`src/logic/tio_params.svh`:
```
// offsets, field positions, reset values and widths for the timed i/o block
// assumes apb byte addressing with one 32-bit register per aligned word
`ifndef TIO_PARAMS_SVH
`define TIO_PARAMS_SVH
`define TIO_NPORT 5
`define TIO_NCB 6
`define TIO_NPIN 32
`define TIO_PW0 1
`define TIO_PW1 4
`define TIO_PW2 8
`define TIO_PW3 16
`define TIO_PW4 32
`define TIO_LINK_LO 24
`define TIO_PORT_STRIDE_SH 5
`define TIO_REG_CTRL 3'h0
`define TIO_REG_DATA 3'h1
`define TIO_REG_STAT 3'h2
`define TIO_REG_CNT 3'h3
`define TIO_REG_TIME 3'h4
`define TIO_REG_TSTAMP 3'h5
`define TIO_REG_COND 3'h6
`define TIO_AREA_PORT 4'h0
`define TIO_AREA_CB 4'h1
`define TIO_AREA_GLB 4'h2
`define TIO_CTRL_EN 0
`define TIO_CTRL_OUT 1
`define TIO_CTRL_OD 2
`define TIO_CTRL_TIMED 3
`define TIO_CTRL_COND_LO 4
`define TIO_CTRL_STRB_IN 6
`define TIO_CTRL_STRB_OUT 7
`define TIO_CTRL_CB_LO 8
`define TIO_CTRL_W 11
`define TIO_CTRL_RST 11'h000
`define TIO_CB_SRC_EXT 8
`define TIO_CB_DIV_EN 9
`define TIO_CB_W 10
`define TIO_CB_RST 10'h000
`endif

```
`src/logic/tio_pkg.sv`:
```
// types shared by the timed i/o block
// assumes tio_params.svh for all numeric constants
package tio_pkg;
  typedef enum logic [1:0] {COND_NONE, COND_EQ, COND_NEQ, COND_RSVD} cond_mode_t;
  typedef logic [15:0] port_count_t;
endpackage : tio_pkg

```
`src/logic/timed_io_port.sv`:
```
// timed serialising i/o ports (1/4/8/16/32 bit) with six clock blocks, apb registers
// assumes REF_CLK 25 MHz, RST_N synchronous active low, pins asynchronous to REF_CLK
// Operation
// - ports of width one, four, eight, sixteen and thirty-two bits on pins
// - all pins of one port share one direction
// - port drives pins or samples them, optionally waiting for a condition
// - each port access completes within one processor cycle
// - open drain: zero pulls low, one leaves the pin undriven
// - data passes through shift register plus transfer register per port
// - each port has a sixteen bit counter timing transfers
// - counter readable anytime; a count can delay input or output
// - each transfer latches the counter as a readable timestamp
// - enabled link disables ports on its shared pins
// - enabled narrower port wins over wider ports on shared pins
// - unshared pins of a wider port stay usable by it
// - a port always transfers at its own full width
// - six clock blocks; block zero is reference, others independently set
// - a clock block may take a one bit port as clock source
// - a clock block fed from a pin may divide that clock
// - ports accept an incoming strobe and emit a strobe with output
// - after reset every port uses clock block zero
// - pin events go to the scheduler as event lines, not interrupts
//
// The register offsets and register access over APB are this design's own decisions.
`timescale 1ns/1ps
`include "tio_params.svh"
module timed_io_port (
  input wire logic REF_CLK,
  input wire logic RST_N,
  input wire logic PSEL,
  input wire logic PENABLE,
  input wire logic PWRITE,
  input wire logic [11:0] PADDR,
  input wire logic [31:0] PWDATA,
  output logic [31:0] PRDATA,
  output logic PREADY,
  output logic PSLVERR,
  input wire logic [`TIO_NPIN-1:0] PIN_I,
  output logic [`TIO_NPIN-1:0] PIN_O,
  output logic [`TIO_NPIN-1:0] PIN_OE,
  input wire logic STROBE_IN,
  output logic STROBE_OUT,
  output logic [`TIO_NPORT-1:0] EVENT
);
  // port widths, all based at pin 0
  localparam int PW [`TIO_NPORT] = '{`TIO_PW0, `TIO_PW1, `TIO_PW2, `TIO_PW3, `TIO_PW4};

  // two-flop synchronisers; first stage feeds only the second
  logic [31:0] pin_m_q, pin_s_q;
  logic strb_m_q, strb_s_q, clk_pin_d_q;
  always_ff @(posedge REF_CLK) begin
    pin_m_q <= PIN_I;
    pin_s_q <= pin_m_q;
    strb_m_q <= STROBE_IN;
    strb_s_q <= strb_m_q;
    clk_pin_d_q <= pin_s_q[0];
  end
  // rising edge of the one bit port pin as clock source
  wire ext_edge = pin_s_q[0] & ~clk_pin_d_q;

  // apb decode; ready is a flop so every access takes one wait-free access cycle
  logic pready_q, pslverr_q;
  logic [31:0] prdata_q;
  wire setup = PSEL & ~PENABLE;
  wire done = PSEL & PENABLE & pready_q;
  wire [3:0] area = PADDR[11:8];
  wire [2:0] pidx = PADDR[7:5];
  wire [2:0] preg = PADDR[4:2];
  wire is_port = (area == `TIO_AREA_PORT) && (pidx < 3'(`TIO_NPORT)) && (preg <= `TIO_REG_COND);
  wire is_cb = (area == `TIO_AREA_CB) && (PADDR[7:5] == 3'h0) && (preg < 3'(`TIO_NCB));
  wire is_glb = (area == `TIO_AREA_GLB) && (PADDR[7:2] == 6'h00);
  wire wr = done & PWRITE;
  wire rd = done & ~PWRITE;

  // per port state visible to the shared logic
  logic [`TIO_CTRL_W-1:0] ctrl_q [`TIO_NPORT];
  logic [15:0] cnt_q [`TIO_NPORT];
  logic [15:0] time_q [`TIO_NPORT];
  logic [15:0] tstamp_q [`TIO_NPORT];
  logic [31:0] cond_q [`TIO_NPORT];
  logic [31:0] rx_q [`TIO_NPORT];
  logic [`TIO_NPORT-1:0] tx_full_q, rx_full_q, met_q, evt_q, strb_pulse_q, load_now;
  logic [31:0] out_q [`TIO_NPORT];
  logic [`TIO_CB_W-1:0] cb_q [`TIO_NCB];
  logic [7:0] div_q [`TIO_NCB];
  logic [`TIO_NCB-1:0] cb_tick;
  logic link_en_q;

  // read mux; refused write of a full transfer register also errors
  logic [31:0] rd_val;
  logic bad;
  always_comb begin
    rd_val = 32'h0000_0000;
    bad = ~(is_port | is_cb | is_glb);
    if (is_port) begin
      unique case (preg)
        `TIO_REG_CTRL: rd_val = 32'(ctrl_q[pidx]);
        `TIO_REG_DATA: rd_val = rx_q[pidx];
        `TIO_REG_STAT: rd_val = {29'h0, met_q[pidx], rx_full_q[pidx], tx_full_q[pidx]};
        `TIO_REG_CNT: rd_val = {16'h0, cnt_q[pidx]};
        `TIO_REG_TIME: rd_val = {16'h0, time_q[pidx]};
        `TIO_REG_TSTAMP: rd_val = {16'h0, tstamp_q[pidx]};
        default: rd_val = cond_q[pidx];
      endcase
      bad = PWRITE && (preg == `TIO_REG_DATA) && tx_full_q[pidx];
    end else if (is_cb) begin
      rd_val = 32'(cb_q[preg]);
    end else if (is_glb) begin
      rd_val = {31'h0, link_en_q};
    end
  end

  // answer registered in the setup cycle, access ends next edge
  always_ff @(posedge REF_CLK) begin
    if (!RST_N) begin
      pready_q <= 1'b0;
      pslverr_q <= 1'b0;
      prdata_q <= 32'h0000_0000;
      link_en_q <= 1'b0;
    end else begin
      pready_q <= setup;
      pslverr_q <= setup & bad;
      if (setup) prdata_q <= PWRITE ? 32'h0000_0000 : rd_val;
      if (wr && is_glb) link_en_q <= PWDATA[0];
    end
  end

  // six clock blocks; block zero ticks on every reference edge
  genvar k;
  generate
    for (k = 0; k < `TIO_NCB; k++) begin : g_cb
      if (k == 0) begin : g_ref
        assign cb_tick[k] = 1'b1;
        assign cb_q[k] = `TIO_CB_RST;
        assign div_q[k] = 8'h00;
      end else begin : g_prog
        logic [`TIO_CB_W-1:0] cfg_q;
        logic [7:0] dcnt_q;
        // external source optionally divided by cfg+1 edges
        wire src_ev = cfg_q[`TIO_CB_SRC_EXT] ? ext_edge : 1'b1;
        wire div_hit = ~cfg_q[`TIO_CB_DIV_EN] | (dcnt_q == cfg_q[7:0]);
        assign cb_tick[k] = src_ev & div_hit;
        assign cb_q[k] = cfg_q;
        assign div_q[k] = dcnt_q;
        always_ff @(posedge REF_CLK) begin
          if (!RST_N) begin
            cfg_q <= `TIO_CB_RST;
            dcnt_q <= 8'h00;
          end else begin
            if (wr && is_cb && preg == 3'(k)) cfg_q <= PWDATA[`TIO_CB_W-1:0];
            if (cb_tick[k]) dcnt_q <= 8'h00;
            else if (src_ev) dcnt_q <= dcnt_q + 8'h01;
          end
        end
      end
    end
  endgenerate

  // per port: counter, transfer register, shifter, condition and timestamp
  genvar i;
  generate
    for (i = 0; i < `TIO_NPORT; i++) begin : g_port
      localparam int W = PW[i];
      localparam logic [5:0] NSTEP = 6'(32 / W);
      logic [31:0] tx_q, sh_q;
      logic [5:0] n_q;
      wire wsel = wr && is_port && pidx == 3'(i);
      wire rsel = rd && is_port && pidx == 3'(i);
      wire tick = cb_tick[ctrl_q[i][`TIO_CTRL_CB_LO +: 3]];
      wire is_out = ctrl_q[i][`TIO_CTRL_OUT];
      wire [31:0] mask = (W == 32) ? 32'hffff_ffff : ((32'h1 << W) - 32'h1);
      wire [31:0] pin_v = pin_s_q & mask;
      tio_pkg::cond_mode_t cmode;
      assign cmode = tio_pkg::cond_mode_t'(ctrl_q[i][`TIO_CTRL_COND_LO +: 2]);
      // wait condition on the sampled pin value
      wire cond_ok = (cmode == tio_pkg::COND_NONE) || (cmode == tio_pkg::COND_RSVD)
                     || ((cmode == tio_pkg::COND_EQ) && (pin_v == (cond_q[i] & mask)))
                     || ((cmode == tio_pkg::COND_NEQ) && (pin_v != (cond_q[i] & mask)));
      // a timed transfer waits for the counter to match
      wire time_ok = ~ctrl_q[i][`TIO_CTRL_TIMED] || (cnt_q[i] == time_q[i]);
      // strobed input samples only while the strobe is high
      wire strb_ok = ~ctrl_q[i][`TIO_CTRL_STRB_IN] | strb_s_q;
      wire en = ctrl_q[i][`TIO_CTRL_EN];
      wire out_load = en & is_out & tick & (n_q == 6'h0) & tx_full_q[i] & time_ok;
      wire out_step = en & is_out & tick & (n_q != 6'h0);
      wire in_start = en & ~is_out & tick & (n_q == 6'h0) & ~rx_full_q[i]
                      & cond_ok & time_ok & strb_ok;
      wire in_step = en & ~is_out & tick & (n_q != 6'h0) & strb_ok;
      wire [31:0] sh_in = (W == 32) ? pin_v : ((sh_q >> W) | (pin_v << (32 - W)));
      wire in_last = (in_start | in_step) & ((n_q + 6'h1) == NSTEP);
      assign load_now[i] = out_load;
      always_ff @(posedge REF_CLK) begin
        if (!RST_N) begin
          // clock select field resets to block zero
          ctrl_q[i] <= `TIO_CTRL_RST;
          cnt_q[i] <= 16'h0000;
          time_q[i] <= 16'h0000;
          tstamp_q[i] <= 16'h0000;
          cond_q[i] <= 32'h0000_0000;
          rx_q[i] <= 32'h0000_0000;
          tx_q <= 32'h0000_0000;
          sh_q <= 32'h0000_0000;
          n_q <= 6'h0;
          out_q[i] <= 32'h0000_0000;
          tx_full_q[i] <= 1'b0;
          rx_full_q[i] <= 1'b0;
          met_q[i] <= 1'b0;
          evt_q[i] <= 1'b0;
          strb_pulse_q[i] <= 1'b0;
        end else begin
          // free-running count per clock block tick, wraps
          if (tick) cnt_q[i] <= cnt_q[i] + 16'h0001;
          if (wsel && preg == `TIO_REG_CTRL) ctrl_q[i] <= PWDATA[`TIO_CTRL_W-1:0];
          if (wsel && preg == `TIO_REG_TIME) time_q[i] <= PWDATA[15:0];
          if (wsel && preg == `TIO_REG_COND) cond_q[i] <= PWDATA;
          // write fills the transfer register; refused while full
          if (wsel && preg == `TIO_REG_DATA && !tx_full_q[i]) begin
            tx_q <= PWDATA;
            tx_full_q[i] <= 1'b1;
          end else if (out_load) begin
            tx_full_q[i] <= 1'b0;
          end
          // the shifter always runs the full 32-bit word
          if (out_load) begin
            out_q[i] <= tx_q & mask;
            sh_q <= (W == 32) ? 32'h0 : (tx_q >> W);
            n_q <= NSTEP - 6'h1;
          end else if (out_step) begin
            out_q[i] <= sh_q & mask;
            sh_q <= (W == 32) ? 32'h0 : (sh_q >> W);
            n_q <= n_q - 6'h1;
          end else if (in_start | in_step) begin
            sh_q <= sh_in;
            n_q <= in_last ? 6'h0 : (n_q + 6'h1);
          end
          // timestamp taken on every word transfer
          if (out_load || in_last) tstamp_q[i] <= cnt_q[i];
          // one-shot timing: the timed flag drops once used
          if (out_load || in_start) ctrl_q[i][`TIO_CTRL_TIMED] <= 1'b0;
          // collecting flag: last sample wins, so a one-step word leaves it clear
          met_q[i] <= in_last ? 1'b0 : (in_start ? 1'b1 : met_q[i]);
          // new data wins over a read that clears the flag in the same cycle
          if (in_last) begin
            rx_q[i] <= sh_in;
            rx_full_q[i] <= 1'b1;
          end else if (rsel && preg == `TIO_REG_DATA) begin
            rx_full_q[i] <= 1'b0;
          end
          // pulse to the scheduler on data in or word taken out
          evt_q[i] <= in_last | out_load;
          strb_pulse_q[i] <= (out_load | out_step) & ctrl_q[i][`TIO_CTRL_STRB_OUT];
        end
      end
    end
  endgenerate

  // pin ownership: link first, then the narrowest enabled port covering the pin
  logic [31:0] pin_o_d, pin_oe_d, od_d;
  genvar j;
  generate
    for (j = 0; j < `TIO_NPIN; j++) begin : g_pin
      always_comb begin
        pin_o_d[j] = 1'b0;
        pin_oe_d[j] = 1'b0;
        od_d[j] = 1'b0;
        // narrower enabled port wins; rest stays with wider
        for (int p = `TIO_NPORT - 1; p >= 0; p--) begin
          if (ctrl_q[p][`TIO_CTRL_EN] && j < PW[p]) begin
            od_d[j] = ctrl_q[p][`TIO_CTRL_OD];
            // one direction bit per port drives all its pins
            // open drain drives only a zero
            pin_o_d[j] = ctrl_q[p][`TIO_CTRL_OD] ? 1'b0 : out_q[p][j];
            pin_oe_d[j] = ctrl_q[p][`TIO_CTRL_OUT]
                          & ~(ctrl_q[p][`TIO_CTRL_OD] & out_q[p][j]);
          end
        end
        // link takes its pins away from every port
        if (link_en_q && j >= `TIO_LINK_LO) begin
          pin_o_d[j] = 1'b0;
          pin_oe_d[j] = 1'b0;
        end
      end
    end
  endgenerate

  // pin drivers are flops to keep output timing clean at the pads
  logic [31:0] pin_o_q, pin_oe_q;
  logic strobe_q;
  always_ff @(posedge REF_CLK) begin
    if (!RST_N) begin
      pin_o_q <= 32'h0000_0000;
      pin_oe_q <= 32'h0000_0000;
      strobe_q <= 1'b0;
    end else begin
      pin_o_q <= pin_o_d;
      pin_oe_q <= pin_oe_d;
      strobe_q <= |strb_pulse_q;
    end
  end

  assign PRDATA = prdata_q;
  assign PREADY = pready_q;
  assign PSLVERR = pslverr_q;
  assign PIN_O = pin_o_q;
  assign PIN_OE = pin_oe_q;
  assign STROBE_OUT = strobe_q;
  assign EVENT = evt_q;
endmodule : timed_io_port

```
`config.mk`:
```
export PLATFORM = sky130hd
export DESIGN_NAME = timed_io_port
export DESIGN_NICKNAME = d
export VERILOG_FILES = /design/src/logic/tio_pkg.sv /design/src/logic/timed_io_port.sv
export VERILOG_INCLUDE_DIRS = /design/src /design/src/logic
export SDC_FILE = /design/constraint.sdc
export NUM_CORES = 2
export LEC_CHECK = 0
export ABC_CLOCK_PERIOD_IN_PS = 4400
export BUFFER_PORTS_ARGS = -buffer_cell sky130_fd_sc_hd__buf_2
export CAP_MARGIN = 20
export CORE_MARGIN = 3
export CORE_UTILIZATION = 30
export CTS_BUF_LIST = sky130_fd_sc_hd__clkbuf_8
export DETAILED_ROUTE_END_ITERATION = 10
export PLACE_DENSITY = 0.51
export SLEW_MARGIN = 20
export SYNTH_ARGS = -nofsm -noshare
export SYNTH_HDL_FRONTEND = slang
export SYNTH_SLANG_ARGS = --single-unit
```
`constraint.sdc`:
```
create_clock -name REF_CLK -period 4.4 [get_ports REF_CLK]
set_input_delay 0.66 -clock REF_CLK [delete_from_list [all_inputs] [get_ports REF_CLK]]
set_output_delay 0.66 -clock REF_CLK [all_outputs]
set_load 0.05 [all_outputs]
```
==> results.py <==
metrics = {
    "outcome": {
        "status": "completed",
    },
    "cells_and_area": {
        "drive_gt1_share_pct": 15.7,
        "multiInputGateArea_um2": 24000,
        "regArea_um2": 33000,
        "fin_nets": 5829,
        "fillers": 19200,
        "syn2layout_area_growth_pct": 16.8,
        "final_core_util_pct": 35.4,
    },
    "global_routing": {
        "antenna_found_initial": 27,
        "grt_first_pass_wirelength_um": 318000,
        "grt.overflow.total": 0,
        "grt_pass1_vias": 43200,
        "grtUsageTotal_pct": 21.9,
        "grt_max_degree": 154,
    },
    "clock_tree": {
        "clock-sinks": 1308,
        "path_clk_slew_ns": 0.06,
        "clock_latency_ns": 1.04,
        "cts_tree": "done",
        "cts_buffer_depth": 3,
        "postCtsSetupBuffers": 0,
        "numCtsBuffers": 227,
        "post_cts_resized": 0,
        "htree_levels": 4,
        "cts_root_buffer": "clkbuf_8",
    },
    "timing": {
        "finalSetupTns_ns": 0,
        "finalHoldViolations": 0,
        "skew_ns": 0.124,
        "setup_viol": 0,
        "post-route-period-util_pct": 90.5,
        "fin_ws_ns": 0.419,
        "max_freq_mhz": 251,
        "slew_headroom_pct": 22.2,
        "period_needed_ns": 3.98,
        "worst_pin_slew_ns": 1.17,
        "slew_viol_final": 0,
        "rsz0062_at_grt": "false",
    },
    "yosys": {
        "synth.distinct_cells": 100,
        "syn_nets": 5546,
        "syn-cell-area_um2": 58700,
        "seq_area_frac_synth_pct": 56.1,
        "syn_inst": 5429,
        "async_reset_ff_share_pct": 0,
        "synth_top_area_share_pct": 34.6,
        "ys_warn_count": 0,
        "synth_commonest_cells": "712 x nand2_1, 676 x edfxtp_1, 632 x dfxtp_1, 528 x and2_1, 418 x a21oi_1",
        "syn_avg_cell_area_um2": 10.8,
        "synth_edf_count": 676,
        "yosysMostFrequentCell": "nand2_1",
        "synth.largest_area_cell": "edfxtp_1",
        "ys.flop_type": "edfxtp_1",
        "synth_area_leaders": "edfxtp_1 35%, dfxtp_1 22%, and2_1 5.6%, mux4_2 4.8%, nand2_1 4.6%",
        "ys_seq_elements": 1308,
    },
    "die": {
        "start_util_pct": 30.3,
        "core_area_um2": 194000,
        "io_pins": 186,
        "die_area_um2": 201000,
        "rows": 161,
        "die_h_um": 448,
        "die_w_um": 448,
    },
    "worst_hold_path": {
        "hold_class": "in -> reg",
    },
    "setup_path": {
        "worstSetupPathType": "reg -> reg",
        "cp_max_fo": 17,
        "required_ns": 5.19,
        "cp.arrival_ns": 4.77,
        "cp-end-kind": "flip-flop",
        "cp-start-kind": "flip-flop",
    },
    "drt": {
        "drt_pass1_iterations": 6,
        "ant_nets": 0,
        "wl_um": 225000,
        "viasPerCell": 5.22,
        "drc": 0,
        "routedWlPerCell_um": 26.3,
        "drtIter0Drc": 5002,
        "vias": 44500,
    },
    "placed_design": {
        "dp_hpwl_um": 154000,
        "gp_congestion": 0.938,
        "place_ws_ns": 0.536,
        "port_buffers": 183,
    },
    "power_and_ir_drop": {
        "p_leak_uw": 0.0257,
        "powerDensity_nw_per_um2": 396,
        "peakVddDrop_mv": 0.338,
    },
    "flow_run": {
        "cap_viol_max_count": 0,
    },
}
## layout make-up
type	instances	area share [%]
flip-flops and latches	1308	48.0
well taps	2608	4.76
clock buffers	260	5.22
diodes	7	0.0255
repair buffers	448	4.92
clock inverters	172	1.68
inverters	75	0.421
multi-input cells	3652	34.9
## registers in the layout, indices dropped and copies added, names as in the netlist, 30 cells and up
| signal | cells |
|---|---|
| cond_q | 160 |
| g_port.sh_q | 160 |
| g_port.tx_q | 160 |
| rx_q | 160 |
| cnt_q | 80 |
| time_q | 80 |
| tstamp_q | 80 |
| out_q | 61 |
| ctrl_q | 55 |
| g_cb.g_prog.cfg_q | 50 |
| g_cb.g_prog.dcnt_q | 40 |
| PIN_OE | 32 |
| PIN_O | 32 |
| PRDATA | 32 |
| g_port.pin_v | 32 |
| pin_m_q | 32 |
| g_port.n_q | 30 |
## layer usage
metal / GRT usage, % / share of wire [%] / up-vias
met5: 0 / 0.0058 / -
met4: 7.36 / 3.2 / 2
met1: 30.1 / 43 / 22300
li1: - / - / 19900
met3: 4.52 / 8.2 / 318
met2: 34.3 / 46 / 1949
## cell families after synthesis
logic type	share of synthesized area, %
and+or+nand+nor	17.7
DFF	56.1
AOI/OAI and AO/OA	9.60
buffers and inverters	3.35
muxes	8.14
xor gates and xnor gates	4.36
adders and majority gates	0.746
## worst paths after layout
| kind | from | to | slack (ns) | cells past startpoint |
|---|---|---|---|---|
| max | cnt_q[1][6] | tstamp_q[1][7] | 0.42 | 7 |
| min | PWDATA[21] | g_port[3].tx_q[21] | 0.11 | 3 |
| max reg2reg | cnt_q[1][6] | tstamp_q[1][7] | 0.42 | 7 |
| min reg2reg | pin_m_q[9] | g_port[4].pin_v[9] | 0.31 | 0 |
## critical path, stage by stage, from the launching register on
cell	delay, ns
edfxtp_1	0.55
xnor2_1	0.21
nand4_1	0.13
o41a_1	0.60
o41ai_4	0.68
o211ai_2	0.39
a21oi_2	0.95
and2_1	0.24
## layout by cell type (no fill, tap or decap), types with 15 or more instances in the layout
master,Yosys,routed
edfxtp_1,676,676
a22oi_1,49,49
nor3_1,89,87
o22ai_1,79,79
and3_1,58,58
o31ai_1,19,19
nor2_1,383,373
buf_2,128,179
nand2_1,712,711
buf_12,0,28
buf_4,7,201
ha_1,35,35
o21ai_0,89,75
a21oi_1,418,417
nor4_1,44,44
or3_1,22,22
a211oi_1,15,15
mux4_2,124,124
inv_1,73,146
nand3_1,103,103
xor2_1,107,107
xnor2_1,185,185
a22o_1,48,48
and2_1,528,528
dlygate4sd3_1,0,37
a31oi_1,28,28
a311oi_1,26,26
clkinv_1,1,36
dfxtp_1,632,632
clkbuf_8,0,261
clkinv_2,0,38
mux2i_1,195,195
nand2b_1,28,27
nand4_1,61,61
## through the flow
step / instances / hold slack [ns] / area [µm²] / total power, µW
finish: 8530 / 0.107 / 68600 / 27200
global route: 8527 / 0.0443 / 68600 / 28100
CTS: 8523 / 0.00512 / 68600 / 27400
detailed placement: 8054 / 0.312 / 63500 / 15800
global placement: 8054 / 0.312 / 63500 / 15800
floorplan: 5429 / 0.310 / 58700 / 14800
## what timing repair did
| action | in CTS | in global routing |
|---|---|---|
| hold buffers | 37 | 0 |
| endpoints found under the setup margin | 0 | 0 |
| hold endpoints to repair | 42 | 0 |
## power by group
part | switching [µW] | internal [µW]
combinational | 1400 | 681
clock | 5570 | 6030
sequential | 338 | 13200
total | 7320 | 19900
Power figures use the tool's default switching activity.
